<file path="src/standby_ctrl_pkg.sv">
package standby_ctrl_pkg;

   // register byte addresses
   localparam logic [11:0] SYS_CTRL_ADDR  = 12'h000;
   localparam logic [11:0] STOP_ONE_ADDR  = 12'h004;
   localparam logic [11:0] STOP_TWO_ADDR  = 12'h008;

   // system control: writable bits, fixed ones, reset value
   localparam logic [15:0] SYS_CTRL_WMASK = 16'h0003;
   localparam logic [15:0] SYS_CTRL_ONES  = 16'h00C0;
   localparam logic [15:0] SYS_CTRL_RST   = 16'h00C1;
   localparam int          SOFT_RST_BIT   = 1;
   localparam int          RAM_EN_BIT     = 0;

   // module stop one
   localparam logic [15:0] STOP_ONE_WMASK = 16'h0F1C;
   localparam logic [15:0] STOP_ONE_ONES  = 16'hF023;
   localparam logic [15:0] STOP_ONE_RST   = 16'hF03F;
   localparam int          RAM_STOP_BIT   = 11;
   localparam int          ROM_STOP_BIT   = 10;
   localparam int          XFER_HI_BIT    = 9;
   localparam int          XFER_LO_BIT    = 8;
   localparam int          SER4_BIT       = 4;
   localparam int          SER3_BIT       = 3;
   localparam int          SER2_BIT       = 2;

   // module stop two
   localparam logic [15:0] STOP_TWO_WMASK = 16'h723D;
   localparam logic [15:0] STOP_TWO_ONES  = 16'h80C0;
   localparam logic [15:0] STOP_TWO_RST   = 16'hF0F0;
   localparam int          MOTOR_BIT      = 14;
   localparam int          MULTI_BIT      = 13;
   localparam int          CMP_BIT        = 12;
   localparam int          CAN_BIT        = 9;
   localparam int          CONV1_BIT      = 5;
   localparam int          CONV0_BIT      = 4;
   localparam int          TRACE_BIT      = 3;
   localparam int          DIFACE_BIT     = 2;
   localparam int          BREAK_BIT      = 0;

   // value returned for reads of disabled ram (arbitrary)
   localparam logic [31:0] RAM_UNDEF_DATA = 32'hFFFFFFFF;
   // level of the debug mode pin at reset: normal mode
   localparam logic        DBG_PIN_RST    = 1'b1;

   typedef struct packed {
      logic        valid;
      logic        write;
      logic [15:0] addr;
      logic [31:0] wdata;
   } ram_req_t;

   typedef struct packed {
      logic ram_stop;
      logic rom_stop;
      logic xfer_ctrl_stop;
      logic serial4_stop;
      logic serial3_stop;
      logic serial2_stop;
      logic motor_timer_stop;
      logic multi_timer_stop;
      logic compare_timer_stop;
      logic can_ctrl_stop;
      logic converter1_stop;
      logic converter0_stop;
      logic trace_debug_stop;
      logic debug_iface_stop;
      logic break_ctrl_stop;
   } module_stop_t;

endpackage

</file>
<file path="src/standby_ctrl.sv">
// Local design decisions: the register offsets and the APB slave port.
`timescale 1ns/1ps
// What this block does
// - system control register is eight bits, software readable and writable.
// - debugger soft reset bit 0 holds trace debug unit reset; 1 releases; resets 0.
// - ram enable 0 makes ram reads return undefined data and drops writes.
// - ram enable 1 gives normal ram access; the bit resets to 1.
// - both module stop registers are sixteen bits, readable and writable.
// - stop bit 1 puts its module in standby; 0 takes it out.
// - reserved bits read as documented ones or zeros; software writes same.
// - register one bit 11 stops ram, bit 10 rom, both reset 0.
// - register one bits 4..2 stop serial channels four..two, reset 1.
// - register two bits 14,13,12,9,5,4,0 stop timers, can, converters, break.
// - debug mode pin low keeps trace debug and debug interface running.
module standby_ctrl
(
   input  wire logic                      pclk,
   input  wire logic                      presetn,
   input  wire logic                      psel,
   input  wire logic                      penable,
   input  wire logic                      pwrite,
   input  wire logic [11:0]               paddr,
   input  wire logic [31:0]               pwdata,
   input  wire logic [3:0]                pstrb,
   output logic      [31:0]               prdata,
   output logic                           pready,
   output logic                           pslverr,
   input  wire logic                      debug_mode_pin,
   input  wire standby_ctrl_pkg::ram_req_t cpu_ram_req,
   output standby_ctrl_pkg::ram_req_t     mem_req,
   input  wire logic [31:0]               mem_rdata,
   output logic      [31:0]               cpu_rdata,
   output logic                           cpu_rvalid,
   output logic                           trace_debug_rst_n,
   output standby_ctrl_pkg::module_stop_t module_stop
);
   import standby_ctrl_pkg::*;

   ////////////////////////////////////////////////////////////////////////////
   // helpers

   // read view: stored bits where writable, fixed ones, zeros elsewhere
   function automatic logic [15:0] reg_view(input logic [15:0] val,
                                            input logic [15:0] wmask,
                                            input logic [15:0] ones);
      reg_view = (val & wmask) | ones;
   endfunction

   // merge a write through byte strobes and the writable mask
   function automatic logic [15:0] reg_merge(input logic [15:0] old,
                                             input logic [15:0] wd,
                                             input logic [1:0]  strb,
                                             input logic [15:0] wmask);
      logic [15:0] m;
      m = {{8{strb[1]}}, {8{strb[0]}}} & wmask;
      reg_merge = (old & ~m) | (wd & m);
   endfunction

   ////////////////////////////////////////////////////////////////////////////
   // apb slave, one wait state

   logic [15:0] sys_ctrl_r;
   logic [15:0] stop_one_r;
   logic [15:0] stop_two_r;
   logic [15:0] sys_ctrl_nxt;
   logic [15:0] stop_one_nxt;
   logic [15:0] stop_two_nxt;
   logic [31:0] prdata_r;
   logic        pready_r;
   logic        pslverr_r;
   logic        access;
   logic        wr_commit;
   logic        hit_sys;
   logic        hit_one;
   logic        hit_two;
   logic [15:0] rd_val;
   logic        dbg_pin_q;

   assign access    = psel && penable;
   assign wr_commit = access && pready_r && pwrite;

   // address decode and read mux
   always_comb begin
      hit_sys = 1'b0;
      hit_one = 1'b0;
      hit_two = 1'b0;
      rd_val  = 16'h0000;
      if (paddr == SYS_CTRL_ADDR) begin
         hit_sys = 1'b1;
         rd_val  = reg_view(sys_ctrl_r, SYS_CTRL_WMASK, SYS_CTRL_ONES);
      end else if (paddr == STOP_ONE_ADDR) begin
         hit_one = 1'b1;
         rd_val  = reg_view(stop_one_r, STOP_ONE_WMASK, STOP_ONE_ONES);
      end else if (paddr == STOP_TWO_ADDR) begin
         hit_two = 1'b1;
         rd_val  = reg_view(stop_two_r, STOP_TWO_WMASK, STOP_TWO_ONES);
      end
   end

   // response registers; pready rises in the second access cycle
   always_ff @(posedge pclk or negedge presetn) begin
      if (!presetn) begin
         pready_r  <= 1'b0;
         prdata_r  <= 32'h00000000;
         pslverr_r <= 1'b0;
      end else if (access && !pready_r) begin
         pready_r  <= 1'b1;
         prdata_r  <= pwrite ? 32'h00000000 : {16'h0000, rd_val};
         pslverr_r <= !(hit_sys || hit_one || hit_two);
      end else begin
         pready_r  <= 1'b0;
         prdata_r  <= 32'h00000000;
         pslverr_r <= 1'b0;
      end
   end

   assign prdata  = prdata_r;
   assign pready  = pready_r;
   assign pslverr = pslverr_r;

   ////////////////////////////////////////////////////////////////////////////
   // control registers

   // next values; a write lands on the edge that completes the transfer
   always_comb begin
      sys_ctrl_nxt = sys_ctrl_r;
      stop_one_nxt = stop_one_r;
      stop_two_nxt = stop_two_r;
      if (wr_commit && hit_sys) begin
         sys_ctrl_nxt = reg_merge(sys_ctrl_r, pwdata[15:0], pstrb[1:0], SYS_CTRL_WMASK);
      end
      if (wr_commit && hit_one) begin
         stop_one_nxt = reg_merge(stop_one_r, pwdata[15:0], pstrb[1:0], STOP_ONE_WMASK);
      end
      if (wr_commit && hit_two) begin
         stop_two_nxt = reg_merge(stop_two_r, pwdata[15:0], pstrb[1:0], STOP_TWO_WMASK);
      end
   end

   // stored register state
   always_ff @(posedge pclk or negedge presetn) begin
      if (!presetn) begin
         sys_ctrl_r <= SYS_CTRL_RST;
         stop_one_r <= STOP_ONE_RST;
         stop_two_r <= STOP_TWO_RST;
      end else begin
         sys_ctrl_r <= sys_ctrl_nxt;
         stop_one_r <= stop_one_nxt;
         stop_two_r <= stop_two_nxt;
      end
   end

   ////////////////////////////////////////////////////////////////////////////
   // debug mode pin and module stop outputs

   pin_sync #(
      .RST_VAL (DBG_PIN_RST)
   ) u_dbg_sync (
      .pclk    (pclk),
      .presetn (presetn),
      .pin_in  (debug_mode_pin),
      .level_r (dbg_pin_q)
   );

   // stop lines follow the next register value, so they move on the write edge
   always_ff @(posedge pclk or negedge presetn) begin
      if (!presetn) begin
         module_stop       <= '0;
         trace_debug_rst_n <= 1'b0;
      end else begin
         trace_debug_rst_n              <= sys_ctrl_nxt[SOFT_RST_BIT];
         module_stop.ram_stop           <= stop_one_nxt[RAM_STOP_BIT];
         module_stop.rom_stop           <= stop_one_nxt[ROM_STOP_BIT];
         // both bits kept equal by software; the controller stops only on both
         module_stop.xfer_ctrl_stop     <= stop_one_nxt[XFER_HI_BIT]
                                           & stop_one_nxt[XFER_LO_BIT];
         module_stop.serial4_stop       <= stop_one_nxt[SER4_BIT];
         module_stop.serial3_stop       <= stop_one_nxt[SER3_BIT];
         module_stop.serial2_stop       <= stop_one_nxt[SER2_BIT];
         module_stop.motor_timer_stop   <= stop_two_nxt[MOTOR_BIT];
         module_stop.multi_timer_stop   <= stop_two_nxt[MULTI_BIT];
         module_stop.compare_timer_stop <= stop_two_nxt[CMP_BIT];
         module_stop.can_ctrl_stop      <= stop_two_nxt[CAN_BIT];
         module_stop.converter1_stop    <= stop_two_nxt[CONV1_BIT];
         module_stop.converter0_stop    <= stop_two_nxt[CONV0_BIT];
         module_stop.break_ctrl_stop    <= stop_two_nxt[BREAK_BIT];
         // in debug mode the debug units never stop
         module_stop.trace_debug_stop   <= stop_two_nxt[TRACE_BIT] & dbg_pin_q;
         module_stop.debug_iface_stop   <= stop_two_nxt[DIFACE_BIT] & dbg_pin_q;
      end
   end

   ////////////////////////////////////////////////////////////////////////////
   // on-chip ram access gate

   logic ram_en;
   logic rd_pend_a_r;
   logic rd_pend_b_r;
   logic rd_en_a_r;
   logic rd_en_b_r;

   assign ram_en = sys_ctrl_r[RAM_EN_BIT];

   // forward requests only while enabled; writes are dropped otherwise
   always_ff @(posedge pclk or negedge presetn) begin
      if (!presetn) begin
         mem_req <= '0;
      end else begin
         mem_req       <= cpu_ram_req;
         mem_req.valid <= cpu_ram_req.valid && ram_en;
      end
   end

   // read return, two edges after the request is taken
   always_ff @(posedge pclk or negedge presetn) begin
      if (!presetn) begin
         rd_pend_a_r <= 1'b0;
         rd_pend_b_r <= 1'b0;
         rd_en_a_r   <= 1'b0;
         rd_en_b_r   <= 1'b0;
         cpu_rvalid  <= 1'b0;
         cpu_rdata   <= 32'h00000000;
      end else begin
         rd_pend_a_r <= cpu_ram_req.valid && !cpu_ram_req.write;
         rd_en_a_r   <= ram_en;
         rd_pend_b_r <= rd_pend_a_r;
         rd_en_b_r   <= rd_en_a_r;
         cpu_rvalid  <= rd_pend_b_r;
         cpu_rdata   <= rd_en_b_r ? mem_rdata : RAM_UNDEF_DATA;
      end
   end

   ////////////////////////////////////////////////////////////////////////////
   // assertions

   logic first_r;

   // high during reset and in the first cycle after reset release
   always_ff @(posedge pclk or negedge presetn) begin
      if (!presetn) begin
         first_r <= 1'b1;
      end else begin
         first_r <= 1'b0;
      end
   end
endmodule

</file>
<file path="src/pin_sync.sv">
`timescale 1ns/1ps
module pin_sync #(
   parameter logic RST_VAL = 1'b1
) (
   input  wire logic pclk,
   input  wire logic presetn,
   input  wire logic pin_in,
   output logic      level_r
);
   logic s1_r;
   logic s2_r;
   logic s3_r;

   // three stages; a change counts once the last two agree
   always_ff @(posedge pclk or negedge presetn) begin
      if (!presetn) begin
         s1_r    <= RST_VAL;
         s2_r    <= RST_VAL;
         s3_r    <= RST_VAL;
         level_r <= RST_VAL;
      end else begin
         s1_r <= pin_in;
         s2_r <= s1_r;
         s3_r <= s2_r;
         if (s2_r == s3_r) begin
            level_r <= s3_r;
         end
      end
   end
endmodule

</file>
<file path="config.mk">
export PLATFORM = sky130hd
export DESIGN_NAME = standby_ctrl
export DESIGN_NICKNAME = d
export VERILOG_FILES = /design/src/standby_ctrl_pkg.sv /design/src/standby_ctrl.sv /design/src/pin_sync.sv
export SDC_FILE = /design/constraint.sdc
export NUM_CORES = 1
export LEC_CHECK = 0
export ABC_AREA = 1
export BUFFER_PORTS_ARGS = -buffer_cell sky130_fd_sc_hd__buf_4
export CAP_MARGIN = 20
export CORE_MARGIN = 5
export CORE_UTILIZATION = 40
export DETAILED_ROUTE_END_ITERATION = 6
export HOLD_SLACK_MARGIN = 0.03
export PLACE_DENSITY = 0.74
export SLEW_MARGIN = 15
export SYNTH_ARGS = -nofsm -noshare
export SYNTH_HDL_FRONTEND = slang
export SYNTH_SLANG_ARGS = --single-unit
</file>
<file path="constraint.sdc">
create_clock -name pclk -period 2 [get_ports pclk]
set_input_delay 0.2 -clock pclk [delete_from_list [all_inputs] [get_ports pclk]]
set_output_delay 0.2 -clock pclk [all_outputs]
set_load 0.01 [all_outputs]
</file>
Word-level counts from Yosys, hierarchy flattened
Cells that the tools add are included.

Bits in registers: 188. Bits in latches: 0. Bits in writable memories: 0. Memory bits (read-only): 0. Input bits: 136. Output and inout port bits: 133. Logic and storage cells: 87. Memories kept: 0.

$add $sub $neg: 0. Multipliers: 0. Divide/modulo/power cells: 0. Order comparisons: 0. Equal/unequal tests: 3. Shift-type cells: 0. Multiplexer cells: 16. Bitwise operators: 15. Reduce and logical (&&, ||, !) cells: 15.

Operator list (count): $mux 16 (5); $and 16x16->16 (3); $or 16x16->16 (3); $mux 32 (1); $and 16x12->16 (1); $and 16x15->16 (1); $and 16x2->16 (1); $not 12->16 (1); $not 15->16 (1); $not 2->16 (1); $mux 15 (1); $eq 12x3->1 const B (1); $eq 12x4->1 const B (1); $logic_not 12->1 (1); $mux 12 (1); $logic_and 1x1->1 (9); $mux 1 (8); $and 1x1->1 (3); $logic_not 1->1 (3); $logic_or 1x1->1 (2); $eq 1x1->1 (1).

Longest topological paths before layout
Depth in word-level cells: 7. Gate-level depth with buffers: 9.

Modules after synthesis
A second synthesis with hierarchy kept.

Cell total of the unflattened synthesis: 389. Area total of the unflattened synthesis: 4600.7 um^2.

By module, submodules not included: standby_ctrl (instances 1, cells each 381, area each 4479.3 um^2, seq. area each 3339.5 um^2); pin_sync (instances 1, cells each 8, area each 121.4 um^2, seq. area each 105.1 um^2).

Least setup slack after synthesis
Ideal clock, no wire load.

Kind: flip-flop to flip-flop. From: register pready_r, in the netlist pready. To: register module_stop[10] (netlist bit). Setup time: 0.129 ns. Arrival time: 1.073 ns. Required time: 1.871 ns. Setup slack: 0.798 ns. Stages on the path, launching flop included: 7. Buffers on the path: 1. Period minus slack after synthesis: 1.202 ns. Cells stage by stage: dfrtp_1 nand2_2 nor2_4 nand2_2 buf_6 o21ai_0 nand2_1.

Word-level cells in the longest chain between the ends: 4.

RTL lines: start, declared (RTL line standby_ctrl.sv:69) `logic pready_r;`; start signal, assigned (RTL line standby_ctrl.sv:103) `pready_r <= 1'b0;`; start signal, assigned (RTL line standby_ctrl.sv:107) `pready_r <= 1'b1;`; start signal, assigned (RTL line standby_ctrl.sv:111) `pready_r <= 1'b0;`; $logic_and 1x1->1 (2 in series) (RTL line standby_ctrl.sv:80) `assign wr_commit = access && pready_r && pwrite;`; $logic_and 1x1->1 (RTL line standby_ctrl.sv:132) `if (wr_commit && hit_one) begin`; $mux 12 (RTL line standby_ctrl.sv:132); named net stop_one_nxt[3] (RTL line standby_ctrl.sv:66) `logic [15:0] stop_one_nxt;`; end, declared (RTL line standby_ctrl.sv:35) `output standby_ctrl_pkg::module_stop_t module_stop`.

The timed path passes the listed nets, and every way through them passes these cells. A chain may end at the register's enable or synchronous reset.

Worst setup path after layout
Same ends and word-level chain as after synthesis.

==> flow_summary_export.csv <==
group,metric,value,unit
outcome,status,"finished clean",
timing,setup-violations-final,0,
floorplanning,fp.dieW,117,microns
synthesis,yosys-top-cells-count,"dfrtp_1, nand2_1, inv_1",
clock_tree,clk_pin_slew,0.06,ns
grt,grt_pass1_vias,4211,
clock_tree,clockBufferDepth,2,
synthesis,synth.area.top_cells,"dfrtp_1, nand2_1, dfstp_2, inv_1, buf_4",
grt,grt_max_degree,61,
synthesis,ys_seq_elements,137,
synthesis,syn_area_per_cell,11.9,sq um
critical_path,cp-end-kind,"flip-flop",
critical_path,worstSetupStartpointType,"flip-flop",
clock_tree,clockRootBuffer,"clkbuf_16",
floorplanning,ios,269,
final_layout,antenna_cells,0,
route,wl,14900,microns
clock_tree,cts_max_level,4,
place,port_buffers,231,
critical_path,crit_required,2.34,ns
route,drc_errors,0,
worst_hold_path,hp-class,"in -> reg",
final_layout,drive_above_1_share,39.6,%
power_and_ir_drop,p_leak,0.00403,uW
grt,grt_usage,21.9,%
route,postRouteAntennaNets,0,
synthesis,synth_edf_count,0,
grt,grt_overflow,0,
synthesis,synthCells,386,
critical_path,critical_path_class,"reg -> reg",
critical_path,r2r_setup_slack,0.61,ns
final_layout,syn_to_final_growth,72.5,%
floorplanning,rows,39,
clock_tree,cts_tree,"built",
clock_tree,numCtsBuffers,17,
route,first_pass_iters,4,
place,dp_hpwl,9790,microns
timing,slew_headroom,65.5,%
critical_path,timing.rr.end,"module_stop[10]$_DFF_PN0_",
power_and_ir_drop,cellPowerDensity,827,nW/um^2
synthesis,synth_ff_type,"dfrtp_1",
synthesis,synth_top_area_share,67.3,%
route,wire_per_inst,17.0,microns
synthesis,seq_area_frac_synth,74.7,%
grt,grt_pass1_wl,23700,microns
grt,antenna_found_initial,0,
clock_tree,cts.sinks,137,
critical_path,cp.arrival,1.73,ns
floorplanning,dieArea,13800,sq um
route,initialDrtViolationCount,173,
timing,slew_violations,0,
synthesis,yosysMostFrequentCell,"dfrtp_1",
synthesis,yosysTopAreaCell,"dfrtp_1",
critical_path,critPathBufInv,0,
flow_run,maxCapViolations,0,
critical_path,crit_chain,"nand2_2, nor2_4, nand2_2, nor2_1, nand2_1, nand2_1",
timing,skew,0.00820,ns
floorplanning,initial_core_util,40.5,%
critical_path,crit_cells,6,
synthesis,syn_area,4610,sq um
floorplanning,die_h,117,microns
floorplanning,core,11400,sq um
critical_path,critPathCapture,"module_stop[10]$_DFF_PN0_",
critical_path,crit_slowest_cell,"dfrtp_1",
place,gp_congestion,0.849,
synthesis,ys_async_sr_fraction,100,%
timing,layout_min_cycle_time,1.39,ns
critical_path,cp-startpoint,"pready$_DFF_PN0_",
power_and_ir_drop,p_total,6580,uW
timing,clock.fmax,720,MHz
critical_path,reg2reg_from,"pready$_DFF_PN0_",
final_layout,nets,857,
route,vias_per_cell,4.42,
timing,hold_viol_final,0,
critical_path,max_stage_delay,0.41,ns
critical_path,crit_fanout,11,
timing,min_period_over_period,69.5,%
critical_path,crit_family,"simple AND/OR/NAND/NOR gates",
timing,tns,0,ns
synthesis,ys_types,24,
timing,tightest_slew,0.515,ns
timing,grt_setup_unrepaired,"false",
critical_path,worstRegToRegCells,6,
synthesis,ys_warn_count,0,
clock_tree,clk-insertion-delay-late,0.41,ns
route,vias,3880,
power_and_ir_drop,ir_drop,0.482,mV
## worst min-delay path by stage
stage | startpoint | to | depth (start not counted)
after detailed placement | presetn | stop_two_r[2]$_DFF_PN0_ | 1
final | pwdata[9] | flip-flop | 3
after CTS | pwdata[12] | stop_two_r[12]$_DFF_PN1_ | 3
after floorplan | presetn | asynchronous set/reset pin | 0
after global routing | pwdata[12] | stop_two_r[12]$_DFF_PN1_ | 3
after global placement | presetn | module_stop[2]$_DFF_PN0_ | 1
## cell type report
cell class                      count  area (sq um)
Fill cell                         757          3420
Sequential cell                   137          3440
Tap cell                          143           179
Multi-Input combinational cell    190           851
Timing Repair Buffer              326          2690
Clock inverter                      7           116
Inverter                           49           190
Clock buffer                       25           475
## timing repair
item	CTS	global route
gates resized for setup	0	0
setup buffers	0	0
endpoints found under the hold margin	140	0
hold buffers	92	0
setup endpoints to repair	0	0
## where the power goes
group	internal, uW	total, uW	leakage (uW)	switching, uW
combinational	343	584	0.00216	241
sequential	2840	2860	0.00158	23.6
clock	2030	3130	0.000286	1100
total	5210	6580	0.00403	1370
## stage by stage
stage          hold WS [ns]  cell area, sq um  worst slack (ns)  util [%]  std cells
2_1_floorplan       -0.0956              4670             0.798         -        401
3_3_place_gp          0.167              6440             0.655      56.6        753
3_5_place_dp          0.174              6440             0.615      56.6        753
4_1_cts              0.0309              7950             0.603      69.9        877
5_1_grt              0.0471              7950             0.472      69.9        877
6_report             0.0484              7950             0.611      69.9        877
## state kept, by name (all words and copies together) (netlist names), 5 cells and up, named ones only
register,cells
stop_two_r,7
module_stop,11
mem_req,50
stop_one_r,5
cpu_rdata,32
prdata,15
## cell usage in the layout (no fill, tap or decap)
master and count:
nor2_2 2, nand4_1 4, a21oi_1 8, nor2_8 1, buf_4 232, clkbuf_1 6, nor2_1 25, nand2_2 6
dlygate4sd3_1 92, inv_1 47, inv_6 1, nor3_1 1, nor2_4 3, nand3_2 1, buf_6 1, conb_1 16
clkinv_2 3, clkbuf_16 17, clkinvlp_4 1, dfrtp_1 124, clkinv_4 1, o21ai_0 12, dfstp_2 13, bufinv_16 3
nand3_1 7, nor3_2 1, maj3_1 1, buf_12 1, nand2_1 100, nand2_4 2, clkbuf_8 2
## per-layer routing
| layer | GRT usage (%) | wire length (microns) |
|---|---|---|
| met5 | 0 | 0 |
| met1 | 25.4 | 5640 |
| met2 | 39.3 | 8060 |
| met3 | 6.40 | 1070 |
| met4 | 6.24 | 145 |
## cell families after synthesis
family	Yosys count	share of synthesized area, %
other	1	0.0814
buffers and inverters	74	8.03
adders and majority gates	1	0.217
AOI/OAI and AO/OA	20	2.17
and+or+nand+nor	153	14.8
DFF	137	74.7
## worst reg2reg max path: stages, from the launching register on
cell and delay (ns):
dfrtp_1 0.41, nand2_2 0.10, nor2_4 0.18, nand2_2 0.20
nor2_1 0.25, nand2_1 0.08, nand2_1 0.09
(Power assumes the default switching activity.)
